[src/inc/cesr_cfg.svh]
// Functional notes
// - capture full faulting load/store address for the six address-reporting causes
// - fault address may stay stale for all other causes
// - selector 0x0003 reads the fault address
// - wide addresses: normal read gives low 32 bits, extended read upper bits
// - memory-management exceptions are taken regardless of exception enable
// - integer divide fault flag set on divide by zero or overflow, always
// - selector 0x0005 reads the exception status register
// - status bit 19 marks an excepting instruction in a delay slot
// - cause field bits 27:31 encodes stream through privileged causes
// - cause field encodes storage and TLB miss causes 10000 to 10011
// - unaligned: bit 20 word, bit 21 store, bits 22:26 register number
// - bus errors: bit 20 flags local memory ECC event, rest zero
// - divide: bit 20 clear for zero, set for overflow, rest zero
// - stream: link index in bits 23:26, bits 20:22 zero
// - data storage: bit 20 zone protection, bit 21 store, rest zero
// - instruction storage: bit 20 zone protection, rest zero
// - branch target register exists only with exception support
// - record delay-slot branch targets only while handler flag is clear
// - selector 0x000B reads the branch target register
// - return register gets next instruction address, or branch target in delay slot
// - handler active flag is status word bit 22, set while handling
`ifndef CESR_CFG_SVH
`define CESR_CFG_SVH

`define CESR_ADDR_W     64
`define CESR_WORD_W     32
`define CESR_EXC_SUPPORT 1'b1
`define CESR_SEL_W      16
`define CESR_SEL_MSW    16'h0001
`define CESR_SEL_FAR    16'h0003
`define CESR_SEL_ESR    16'h0005
`define CESR_SEL_BTR    16'h000b
`define CESR_INSN_BYTES 32'h0000_0004

// cause codes, five bits
`define CESR_EC_STREAM  5'h00
`define CESR_EC_UNALIGN 5'h01
`define CESR_EC_ILLEGAL 5'h02
`define CESR_EC_IBUS    5'h03
`define CESR_EC_DBUS    5'h04
`define CESR_EC_DIVIDE  5'h05
`define CESR_EC_FPU     5'h06
`define CESR_EC_PRIV    5'h07
`define CESR_EC_STACK   5'h07
`define CESR_EC_DSTORE  5'h10
`define CESR_EC_ISTORE  5'h11
`define CESR_EC_DTLB    5'h12
`define CESR_EC_ITLB    5'h13

// field positions, little-endian index = 31 - printed bit
`define CESR_DS_POS   12
`define CESR_D20      11
`define CESR_D21      10
`define CESR_RX_HI    9
`define CESR_RX_LO    5
`define CESR_LNK_HI   8
`define CESR_LNK_LO   5
`define CESR_EC_HI    4
`define CESR_EC_LO    0
`define CESR_MSW_EIP  9
`define CESR_MSW_EE   8
`define CESR_MSW_DZO  6
`define CESR_MSW_IE   1

`define CESR_ZERO32   32'h0000_0000
`define CESR_ZERO_ADR 64'h0000_0000_0000_0000

`endif

[src/inc/cesr_pkg.sv]
`include "cesr_cfg.svh"
package cesr_pkg;

  // exception report from the pipeline, one cycle wide
  typedef struct packed {
    logic                    req;
    logic [4:0]              cause;
    logic                    dslot;
    logic                    word;
    logic                    store;
    logic [4:0]              rx;
    logic                    ecc;
    logic                    div_ovf;
    logic [3:0]              link;
    logic                    zone;
    logic [31:0]             pc;
    logic [`CESR_ADDR_W-1:0] addr;
  } cesr_exc_t;

  // software-visible status word bits handled here
  typedef struct packed {
    logic handler_active_flag;
    logic ee;
    logic ie;
    logic int_divide_fault_flag;
  } cesr_msw_t;

  // move-from-special request
  typedef struct packed {
    logic                   valid;
    logic                   ext;
    logic [`CESR_SEL_W-1:0] sel;
  } cesr_rd_t;

  typedef struct packed {
    logic [`CESR_ADDR_W-1:0] far;
    logic [31:0]             esr;
    logic [31:0]             delay_branch_target;
    logic [31:0]             ret;
    cesr_msw_t               msw;
    logic                    taken;
    logic                    rd_vld;
    logic [31:0]             rd_data;
  } cesr_state_t;

endpackage

[src/verilog/cesr_esr_build.sv]
`timescale 1ns/10ps
`default_nettype none
`include "cesr_cfg.svh"
module cesr_esr_build (
  input  wire cesr_pkg::cesr_exc_t i_exc,
  output logic [31:0]              o_esr
);
  import cesr_pkg::*;

  // status word built from one report; unlisted causes leave detail bits zero
  always_comb begin
    o_esr = `CESR_ZERO32;
    o_esr[`CESR_EC_HI:`CESR_EC_LO] = i_exc.cause;
    o_esr[`CESR_DS_POS] = i_exc.dslot;
    case (i_exc.cause)
      `CESR_EC_UNALIGN: begin
        o_esr[`CESR_D20] = i_exc.word;
        o_esr[`CESR_D21] = i_exc.store;
        o_esr[`CESR_RX_HI:`CESR_RX_LO] = i_exc.rx;
      end
      `CESR_EC_IBUS, `CESR_EC_DBUS: begin
        o_esr[`CESR_D20] = i_exc.ecc;
      end
      `CESR_EC_DIVIDE: begin
        o_esr[`CESR_D20] = i_exc.div_ovf;
      end
      `CESR_EC_STREAM: begin
        o_esr[`CESR_LNK_HI:`CESR_LNK_LO] = i_exc.link;
      end
      `CESR_EC_DSTORE: begin
        o_esr[`CESR_D20] = i_exc.zone;
        o_esr[`CESR_D21] = i_exc.store;
      end
      `CESR_EC_ISTORE: begin
        o_esr[`CESR_D20] = i_exc.zone;
      end
      default: begin
        o_esr[`CESR_D20] = 1'b0;
      end
    endcase
  end

endmodule
`default_nettype wire

[src/verilog/cesr_top.sv]
`timescale 1ns/10ps
`default_nettype none
`include "cesr_cfg.svh"
module cesr_top (
  input  wire logic                      i_mclk,
  input  wire logic                      i_resetn,
  input  wire logic                      i_ce,
  input  wire cesr_pkg::cesr_exc_t       i_exc,
  input  wire logic                      i_br_valid,
  input  wire logic [31:0]               i_br_target,
  input  wire logic                      i_div_fault,
  input  wire logic                      i_msw_wr,
  input  wire cesr_pkg::cesr_msw_t       i_msw_wdata,
  input  wire logic                      i_exc_return,
  input  wire cesr_pkg::cesr_rd_t        i_rd,
  output logic                           o_exc_taken,
  output logic [31:0]                    o_return_addr,
  output cesr_pkg::cesr_msw_t            o_msw,
  output logic                           o_rd_valid,
  output logic [31:0]                    o_rd_data
);
  import cesr_pkg::*;

  ////////////////////////////////////////////////////////////////////////////
  // decode of the incoming report

  cesr_state_t s_r;
  cesr_state_t s_nxt;
  logic [31:0] esr_word;
  logic        mmu_cause;
  logic        addr_cause;
  logic        take;

  cesr_esr_build u_esr_build (
    .i_exc (i_exc),
    .o_esr (esr_word)
  );

  // storage and tlb faults cannot be masked by the enable bit
  assign mmu_cause = (i_exc.cause == `CESR_EC_DSTORE) ||
                     (i_exc.cause == `CESR_EC_ISTORE) ||
                     (i_exc.cause == `CESR_EC_DTLB)   ||
                     (i_exc.cause == `CESR_EC_ITLB);

  // causes that carry a meaningful data or fetch address
  assign addr_cause = mmu_cause ||
                      (i_exc.cause == `CESR_EC_UNALIGN) ||
                      (i_exc.cause == `CESR_EC_DBUS);

  assign take = i_exc.req && (mmu_cause || s_r.msw.ee);

  ////////////////////////////////////////////////////////////////////////////
  // next-state logic

  always_comb begin
    s_nxt = s_r;
    s_nxt.taken = 1'b0;
    s_nxt.rd_vld = 1'b0;
    s_nxt.rd_data = `CESR_ZERO32;

    // software write of the status word bits first, hardware events override
    if (i_msw_wr) begin
      s_nxt.msw = i_msw_wdata;
    end
    if (i_exc_return) begin
      s_nxt.msw.handler_active_flag = 1'b0;
    end

    // set wins over a clear arriving in the same cycle
    if (i_div_fault) begin
      s_nxt.msw.int_divide_fault_flag = 1'b1;
    end

    // branch target only tracked outside a handler, so the handler sees the
    // target of the interrupted branch even if it branches itself
    if (`CESR_EXC_SUPPORT && i_br_valid && !s_r.msw.handler_active_flag) begin
      s_nxt.delay_branch_target = i_br_target;
    end

    // every exception field loads in the same edge
    if (take) begin
      s_nxt.taken = 1'b1;
      s_nxt.esr = esr_word;
      s_nxt.msw.handler_active_flag = 1'b1;
      if (addr_cause) begin
        s_nxt.far = i_exc.addr;
      end
      // other causes leave the address stale, which software must ignore
      if (i_exc.dslot) begin
        s_nxt.ret = s_nxt.delay_branch_target;
      end else begin
        s_nxt.ret = i_exc.pc + `CESR_INSN_BYTES;
      end
    end

    // move-from-special answers one cycle later from the current contents
    if (i_rd.valid) begin
      s_nxt.rd_vld = 1'b1;
      case (i_rd.sel)
        `CESR_SEL_FAR: begin
          if (i_rd.ext) begin
            s_nxt.rd_data = s_r.far[`CESR_ADDR_W-1:`CESR_WORD_W];
          end else begin
            s_nxt.rd_data = s_r.far[`CESR_WORD_W-1:0];
          end
        end
        `CESR_SEL_ESR: begin
          if (!i_rd.ext) begin
            s_nxt.rd_data = s_r.esr;
          end
        end
        `CESR_SEL_BTR: begin
          if (!i_rd.ext && `CESR_EXC_SUPPORT) begin
            s_nxt.rd_data = s_r.delay_branch_target;
          end
        end
        `CESR_SEL_MSW: begin
          if (!i_rd.ext) begin
            s_nxt.rd_data[`CESR_MSW_EIP] = s_r.msw.handler_active_flag;
            s_nxt.rd_data[`CESR_MSW_EE] = s_r.msw.ee;
            s_nxt.rd_data[`CESR_MSW_DZO] = s_r.msw.int_divide_fault_flag;
            s_nxt.rd_data[`CESR_MSW_IE] = s_r.msw.ie;
          end
        end
        default: begin
          s_nxt.rd_data = `CESR_ZERO32;
        end
      endcase
    end
  end

  ////////////////////////////////////////////////////////////////////////////
  // state register, frozen while the clock enable is low

  always_ff @(posedge i_mclk or negedge i_resetn) begin
    if (!i_resetn) begin
      s_r.far <= `CESR_ZERO_ADR;
      s_r.esr <= `CESR_ZERO32;
      s_r.delay_branch_target <= `CESR_ZERO32;
      s_r.ret <= `CESR_ZERO32;
      s_r.msw <= '0;
      s_r.taken <= 1'b0;
      s_r.rd_vld <= 1'b0;
      s_r.rd_data <= `CESR_ZERO32;
    end else if (i_ce) begin
      s_r <= s_nxt;
    end
  end

  // outputs straight from the state register
  assign o_exc_taken = s_r.taken;
  assign o_return_addr = s_r.ret;
  assign o_msw = s_r.msw;
  assign o_rd_valid = s_r.rd_vld;
  assign o_rd_data = s_r.rd_data;

  logic [4:0] ec_now;
  assign ec_now = s_r.esr[`CESR_EC_HI:`CESR_EC_LO];
endmodule
`default_nettype wire

[config.mk]
export PLATFORM = sky130hd
export DESIGN_NAME = cesr_top
export DESIGN_NICKNAME = d
export VERILOG_FILES = /design/src/inc/cesr_pkg.sv /design/src/verilog/cesr_esr_build.sv /design/src/verilog/cesr_top.sv
export VERILOG_INCLUDE_DIRS = /design/src /design/src/inc
export SDC_FILE = /design/constraint.sdc
export NUM_CORES = 1
export LEC_CHECK = 0
export ABC_AREA = 1
export BUFFER_PORTS_ARGS = -buffer_cell sky130_fd_sc_hd__buf_2
export CAP_MARGIN = 10
export CORE_ASPECT_RATIO = 1.75
export CORE_MARGIN = 8
export CORE_UTILIZATION = 50
export CTS_BUF_LIST = sky130_fd_sc_hd__clkbuf_16
export CTS_CLUSTER_DIAMETER = 30
export DETAILED_ROUTE_END_ITERATION = 16
export PLACE_DENSITY = 0.76
export SETUP_SLACK_MARGIN = 0.15
export SKIP_LAST_GASP = 1
export SLEW_MARGIN = 10
export SYNTH_ARGS = -nofsm -noshare
export SYNTH_HDL_FRONTEND = slang
export SYNTH_SLANG_ARGS = --single-unit
[constraint.sdc]
create_clock -name i_mclk -period 2.5 [get_ports i_mclk]
set_clock_uncertainty 0.2 [all_clocks]
set_input_delay 0.5 -clock i_mclk [delete_from_list [all_inputs] [get_ports i_mclk]]
set_output_delay 0.5 -clock i_mclk [all_outputs]
set_load 0.005 [all_outputs]
**After elaboration in Yosys (flattened, before gate mapping)**

Index checks and enable logic that the tools add are counted.

- Logic and storage cells: 69
- Bits in registers: 179

- Multiplexer cells: 25
- Reduce and logical (&&, ||, !) cells: 20
- Add/subtract/negate cells: 1
- Eq/ne operators: 12

Operator list:

| kind | number |
|---|---|
| 32-bit 2-to-1 mux | 4 |
| 22-bit case mux with 3 select lines | 1 |
| 33-bit 2-to-1 mux | 1 |
| 32-bit by 3-bit adder with 32-bit output, second input constant | 1 |
| 5-bit equality test, second input constant | 4 |
| 16-bit by 1-bit equality test with 1-bit output, second input constant | 1 |
| 16-bit by 2-bit equality test with 1-bit output, second input constant | 1 |
| 16-bit by 3-bit equality test with 1-bit output, second input constant | 1 |
| 16-bit by 4-bit equality test with 1-bit output, second input constant | 1 |
| 13-bit 2-to-1 mux | 1 |
| 1-bit case mux with 4 select lines | 3 |
| 4-bit case mux with 3 select lines | 1 |
| 5-bit by 3-bit equality test with 1-bit output, second input constant | 2 |
| 1-bit 2-to-1 mux | 8 |
| 2-bit case mux with 4 select lines | 1 |
| 4-bit case mux with 2 select lines | 1 |
| 2-bit AND reduction | 4 |
| 1-bit logical OR | 6 |
| 1-bit case mux with 3 select lines | 2 |
| 2-bit OR reduction | 3 |
| 5-bit by 1-bit equality test with 1-bit output, second input constant | 1 |
| 5-bit by 2-bit equality test with 1-bit output, second input constant | 1 |
| 5-bit zero test | 1 |
| 4-bit 2-to-1 mux | 1 |
| other kinds (6) | 7 |

**Depth between registers and ports, before layout**

- Depth in word-level cells: 8
- Mapped depth: 11

**Modules after synthesis**

Synthesis repeated with hierarchy kept, for this count alone.

- Cells, all modules: 1666
- Area, all modules: 11587.4 um^2

Modules (own cells, without submodules):

| module | cells an instance | area an instance (um^2) | instances |
|---|---|---|---|
| cesr_top | 1591 | 11175.7 | 1 |
| cesr_esr_build | 75 | 411.6 | 1 |

**Least setup slack after synthesis**

Ideal clock, no wire load.

- Path kind: in2reg
- From: in i_exc[66] in the netlist's numbering
- To: reg s_r (netlist bit o_return_addr[22])
- Data required time: 2.183 ns
- Setup slack: 0.743 ns
- Cell stages on the path: 10
- Arrival: 1.439 ns
- Path through: ha_1 > nand2_1 > nor2_2 > nand2_1 > nor2_2 > nand2_1 > nand2_1 > nand3_1 > nand3_1 > nand2_1

- Cells in the longest elaborated chain, start to end: 2

RTL lines:

| what | line | source |
|---|---|---|
| from (decl) | cesr_top.sv:8 | `input wire cesr_pkg::cesr_exc_t i_exc,` |
| 32-bit by 3-bit adder with 32-bit output (no source line) | n/a |  |
| 32-bit 2-to-1 mux | cesr_top.sv:89 | `if (i_exc.dslot) begin` |
| to (signal assigned) | cesr_top.sv:146 | `s_r <= s_nxt;` |
| to (decl) | cesr_top.sv:27 | `cesr_state_t s_r;` |

No other way between the ends.
A chain may end at the register's enable or synchronous reset.

**Final worst setup path**

- From: reg s_r (netlist bit o_msw[3])
- To: reg s_r (netlist bit o_return_addr[6])

- Cells in the longest elaborated chain, start to end: 4

RTL lines:

| what | line | source |
|---|---|---|
| 1-bit zero test | cesr_top.sv:76 | `` if (`CESR_EXC_SUPPORT && i_br_valid && !s_r.msw.handler_active_flag) begin `` |
| 1-bit logical AND (no source line) | n/a |  |
| 32-bit 2-to-1 mux | cesr_top.sv:76 |  |
| 32-bit 2-to-1 mux | cesr_top.sv:89 |  |

No other way between the ends.

==> results.toml <==
[status]
status = "finished, final reports clean"

[synthesis]
yosys.cell_types.count = 37
ys_async_sr_fraction_pct = 100
syn_avg_cell_area_um2 = 7.17
synth_area_um2 = 10400
yosys_register_bits = 179
synth_edf_count = 0
syn_nets = 1627
synthCells = 1448
yosysWarnings = 0
ys.flop_type = "dfrtp_1"
ys_seq_area_share_pct = 43.2

[sta]
clock.fmax_ghz = 0.517
relSlewSlack_pct = 57.4
finalCriticalPeriod_ns = 1.94
worst_pin_slew_ns = 0.639
timing.setup.tns_ns = 0
min_period_over_period_pct = 77.4
finalMaxSlewViolations = 0
setup_violations = 0
rsz0062_at_grt = "no"
whs_ns = 0.0920
final_hold_viol_count = 0

[floorplanning]
dieArea_um2 = 25800
die_h_um = 207
core_um2 = 20700
ios = 248
die_w_um = 125
row_count = 70
initial_core_util_pct = 50.2

[final_layout]
area_growth_pct = 14.8
drive_gt1_share_pct = 22.0
fin_nets = 1778
n_fill_cell = 2015

[cts]
cts_tree = "yes"
cts_resized = 0
cts_buffers = 17
htreeDepth = 4
clk_pin_slew_ns = 0.07
clockBufferDepth = 2
clockRootBuffer = "clkbuf_16"
clock-sinks = 179
clk_latency_ns = 0.44

[power]
seq_power_share_pct = 46.7
ir_drop_mv = 0.478
leakage_nw = 6.47
power_switching_mw = 2.61
power_density_nw_per_um2 = 692
swShare_pct = 31.7
p_int_mw = 5.63
combPwrFrac_pct = 20.6
clkPwrFrac_pct = 32.7

[grt]
grt_pass1_vias = 9852
antenna_found_initial = 2
grt_max_degree = 65
grt_use_total_pct = 25.5
grt_pass1_wl_um = 51800
overflow = 0

[setup_path]
worstPathCellList = "inv_1 > nand2_2 > buf_12 > nand2_1 > o21ai_0 > a21oi_1 > o21ai_0 > nand2_1"
r2r-start = "o_msw[3]"
crit_path_max_fanout = 57
cp_num_buf_inv = 2
crit_path_start_kind = "flip-flop"
arrival_ns = 2.12
reg2reg_depth = 8
crit_required_ns = 2.68
max_stage_delay_ns = 0.42
crit_path_end_kind = "flip-flop"
crit_family = "compound AO/OA/AOI/OAI gates"
r2r_setup_slack_ns = 0.56
crit_slowest_cell = "dfrtp_1"
worstSetupPathType = "reg -> reg"
r2r_end = "o_return_addr[6]"

[place]
portBuffers = 247
gp_congestion = 0.968
dp.final_hpwl_um = 25400

[routing]
ant_nets = 0
drc = 0
avgViaCountPerCell = 5.27
drt_iter0_markers = 840
dr.pass1.iters = 5
vias = 9827
wl_per_cell_um = 17.6
wirelength_um = 32900

[run]
drv_cap = 0

[hold_path]
hold-path-endpoint = "o_msw[0]"
holdPathStages = 3
worstHoldStart = "i_div_fault"
hold_class = "in -> reg"
-- state kept, by name, summed over array words and instances, names as in the netlist --
register and flops:
ec_now 5, o_exc_taken 1, s_r 104, o_msw 4, o_rd_valid 1, o_rd_data 32
o_return_addr 32
-- worst min-delay path: cells and delay by family --
kind,cells,cell delay [ns]
AND/OR/NAND/NOR,2,0.12
buffers and inverters,1,0.08
-- layout make-up --
class | count | area [um^2] | share of cell area (%)
clock buffer | 17 | 425 | 3.57
sequential | 179 | 4480 | 37.6
multi-input combinational | 1053 | 4680 | 39.2
clock inverter | 14 | 156 | 1.31
tap | 252 | 315 | 2.65
inverter | 68 | 255 | 2.14
timing repair buffer | 280 | 1610 | 13.5
antenna | 1 | 2.50 | 0.0210
-- cell usage in the layout, fill, tap and decap left out, types with 5 or more instances in the layout --
cell type	n
nand2_1	556
buf_2	246
dfrtp_1	179
nand3_1	166
nor2_1	122
o21ai_0	76
inv_1	65
a21oi_1	38
buf_4	23
nand3b_1	17
clkbuf_16	17
nand2_2	13
nand4_1	11
o21ai_2	11
nor2_2	9
buf_12	9
mux2i_1	7
clkinv_4	5
-- stage by stage --
| step | power, mW | area, um^2 | instances | setup WS, ns | utilization [%] |
|---|---|---|---|---|---|
| final | 8.24 | 11900 | 1864 | 0.564 | 57.6 |
| after global routing | 8.69 | 11900 | 1864 | 0.463 | 57.6 |
| after CTS | 8.28 | 11900 | 1863 | 0.510 | 57.6 |
| after detailed placement | 5.58 | 11300 | 1831 | 0.279 | 54.8 |
| after global placement | 5.53 | 11300 | 1831 | 0.313 | 54.8 |
| after floorplan | 4.99 | 10400 | 1448 | 0.743 | - |
-- metal layers --
layer | global-route usage [%] | up-vias | wire length [um]
met5 | 0 | - | 8
met4 | 14.6 | 2 | 1610
met3 | 4.76 | 75 | 1920
met2 | 44.5 | 385 | 16500
met1 | 29.0 | 4542 | 12800
li1 | - | 4823 | -
-- power by group through the flow --
stage               clock, mW  sequential (mW)  combinational [mW]
global placement            0             3.88                1.65
CTS                      2.72             3.84                1.72
detailed placement          0             3.87                1.72
global route             2.82             3.91                1.95
finish                   2.69             3.85                1.70
floorplan                   0             3.76                1.23
-- how the worst max path moves through the flow --
stage                    start                end  slack (ns)  cells after the start
floorplan            i_exc[66]  o_return_addr[22]        0.74                     10
global placement     i_exc[66]  o_return_addr[31]        0.31                     10
detailed placement  i_exc[114]           s_r[147]        0.28                     10
CTS                   o_msw[3]   o_return_addr[6]        0.51                      7
global route          o_msw[3]   o_return_addr[6]        0.46                      8
finish                o_msw[3]   o_return_addr[6]        0.56                      8
-- cell usage after synthesis (all sizes together), types with 2 or more instances --
cell	count	area (um^2)
nand2	570	2180
dfrtp	179	4480
nand3	168	846
nor2	134	546
buf	121	868
o21ai	87	477
inv	66	248
a21oi	38	190
clkbuf	27	109
nand3b	17	128
nand4	11	68.8
mux2i	7	70.1
xor2	4	35.0
or2	3	18.8
xnor2	3	26.3
a22oi	2	15.0
clkinv	2	7.51
o22ai	2	12.5
-- timing repair --
item	4_1_cts	5_1_grt
hold endpoints to repair	35	0
setup buffers	0	0
endpoints found under the setup margin	0	0
hold buffers	1	0
-- cells by family (layout without fill, tap and decap cells) --
family          count (synthesis)  in the layout  synth area share [%]
compound gates                132            132                  6.91
xor+xnor                        7              7                 0.591
fa+ha+maj                       1              1                 0.121
buf+inv                       216            379                  11.9
flops                         179            179                  43.2
mux                             7              7                 0.675
other cells                     0              1                     0
simple gates                  906            906                  36.7
(Power assumes the default switching activity.)
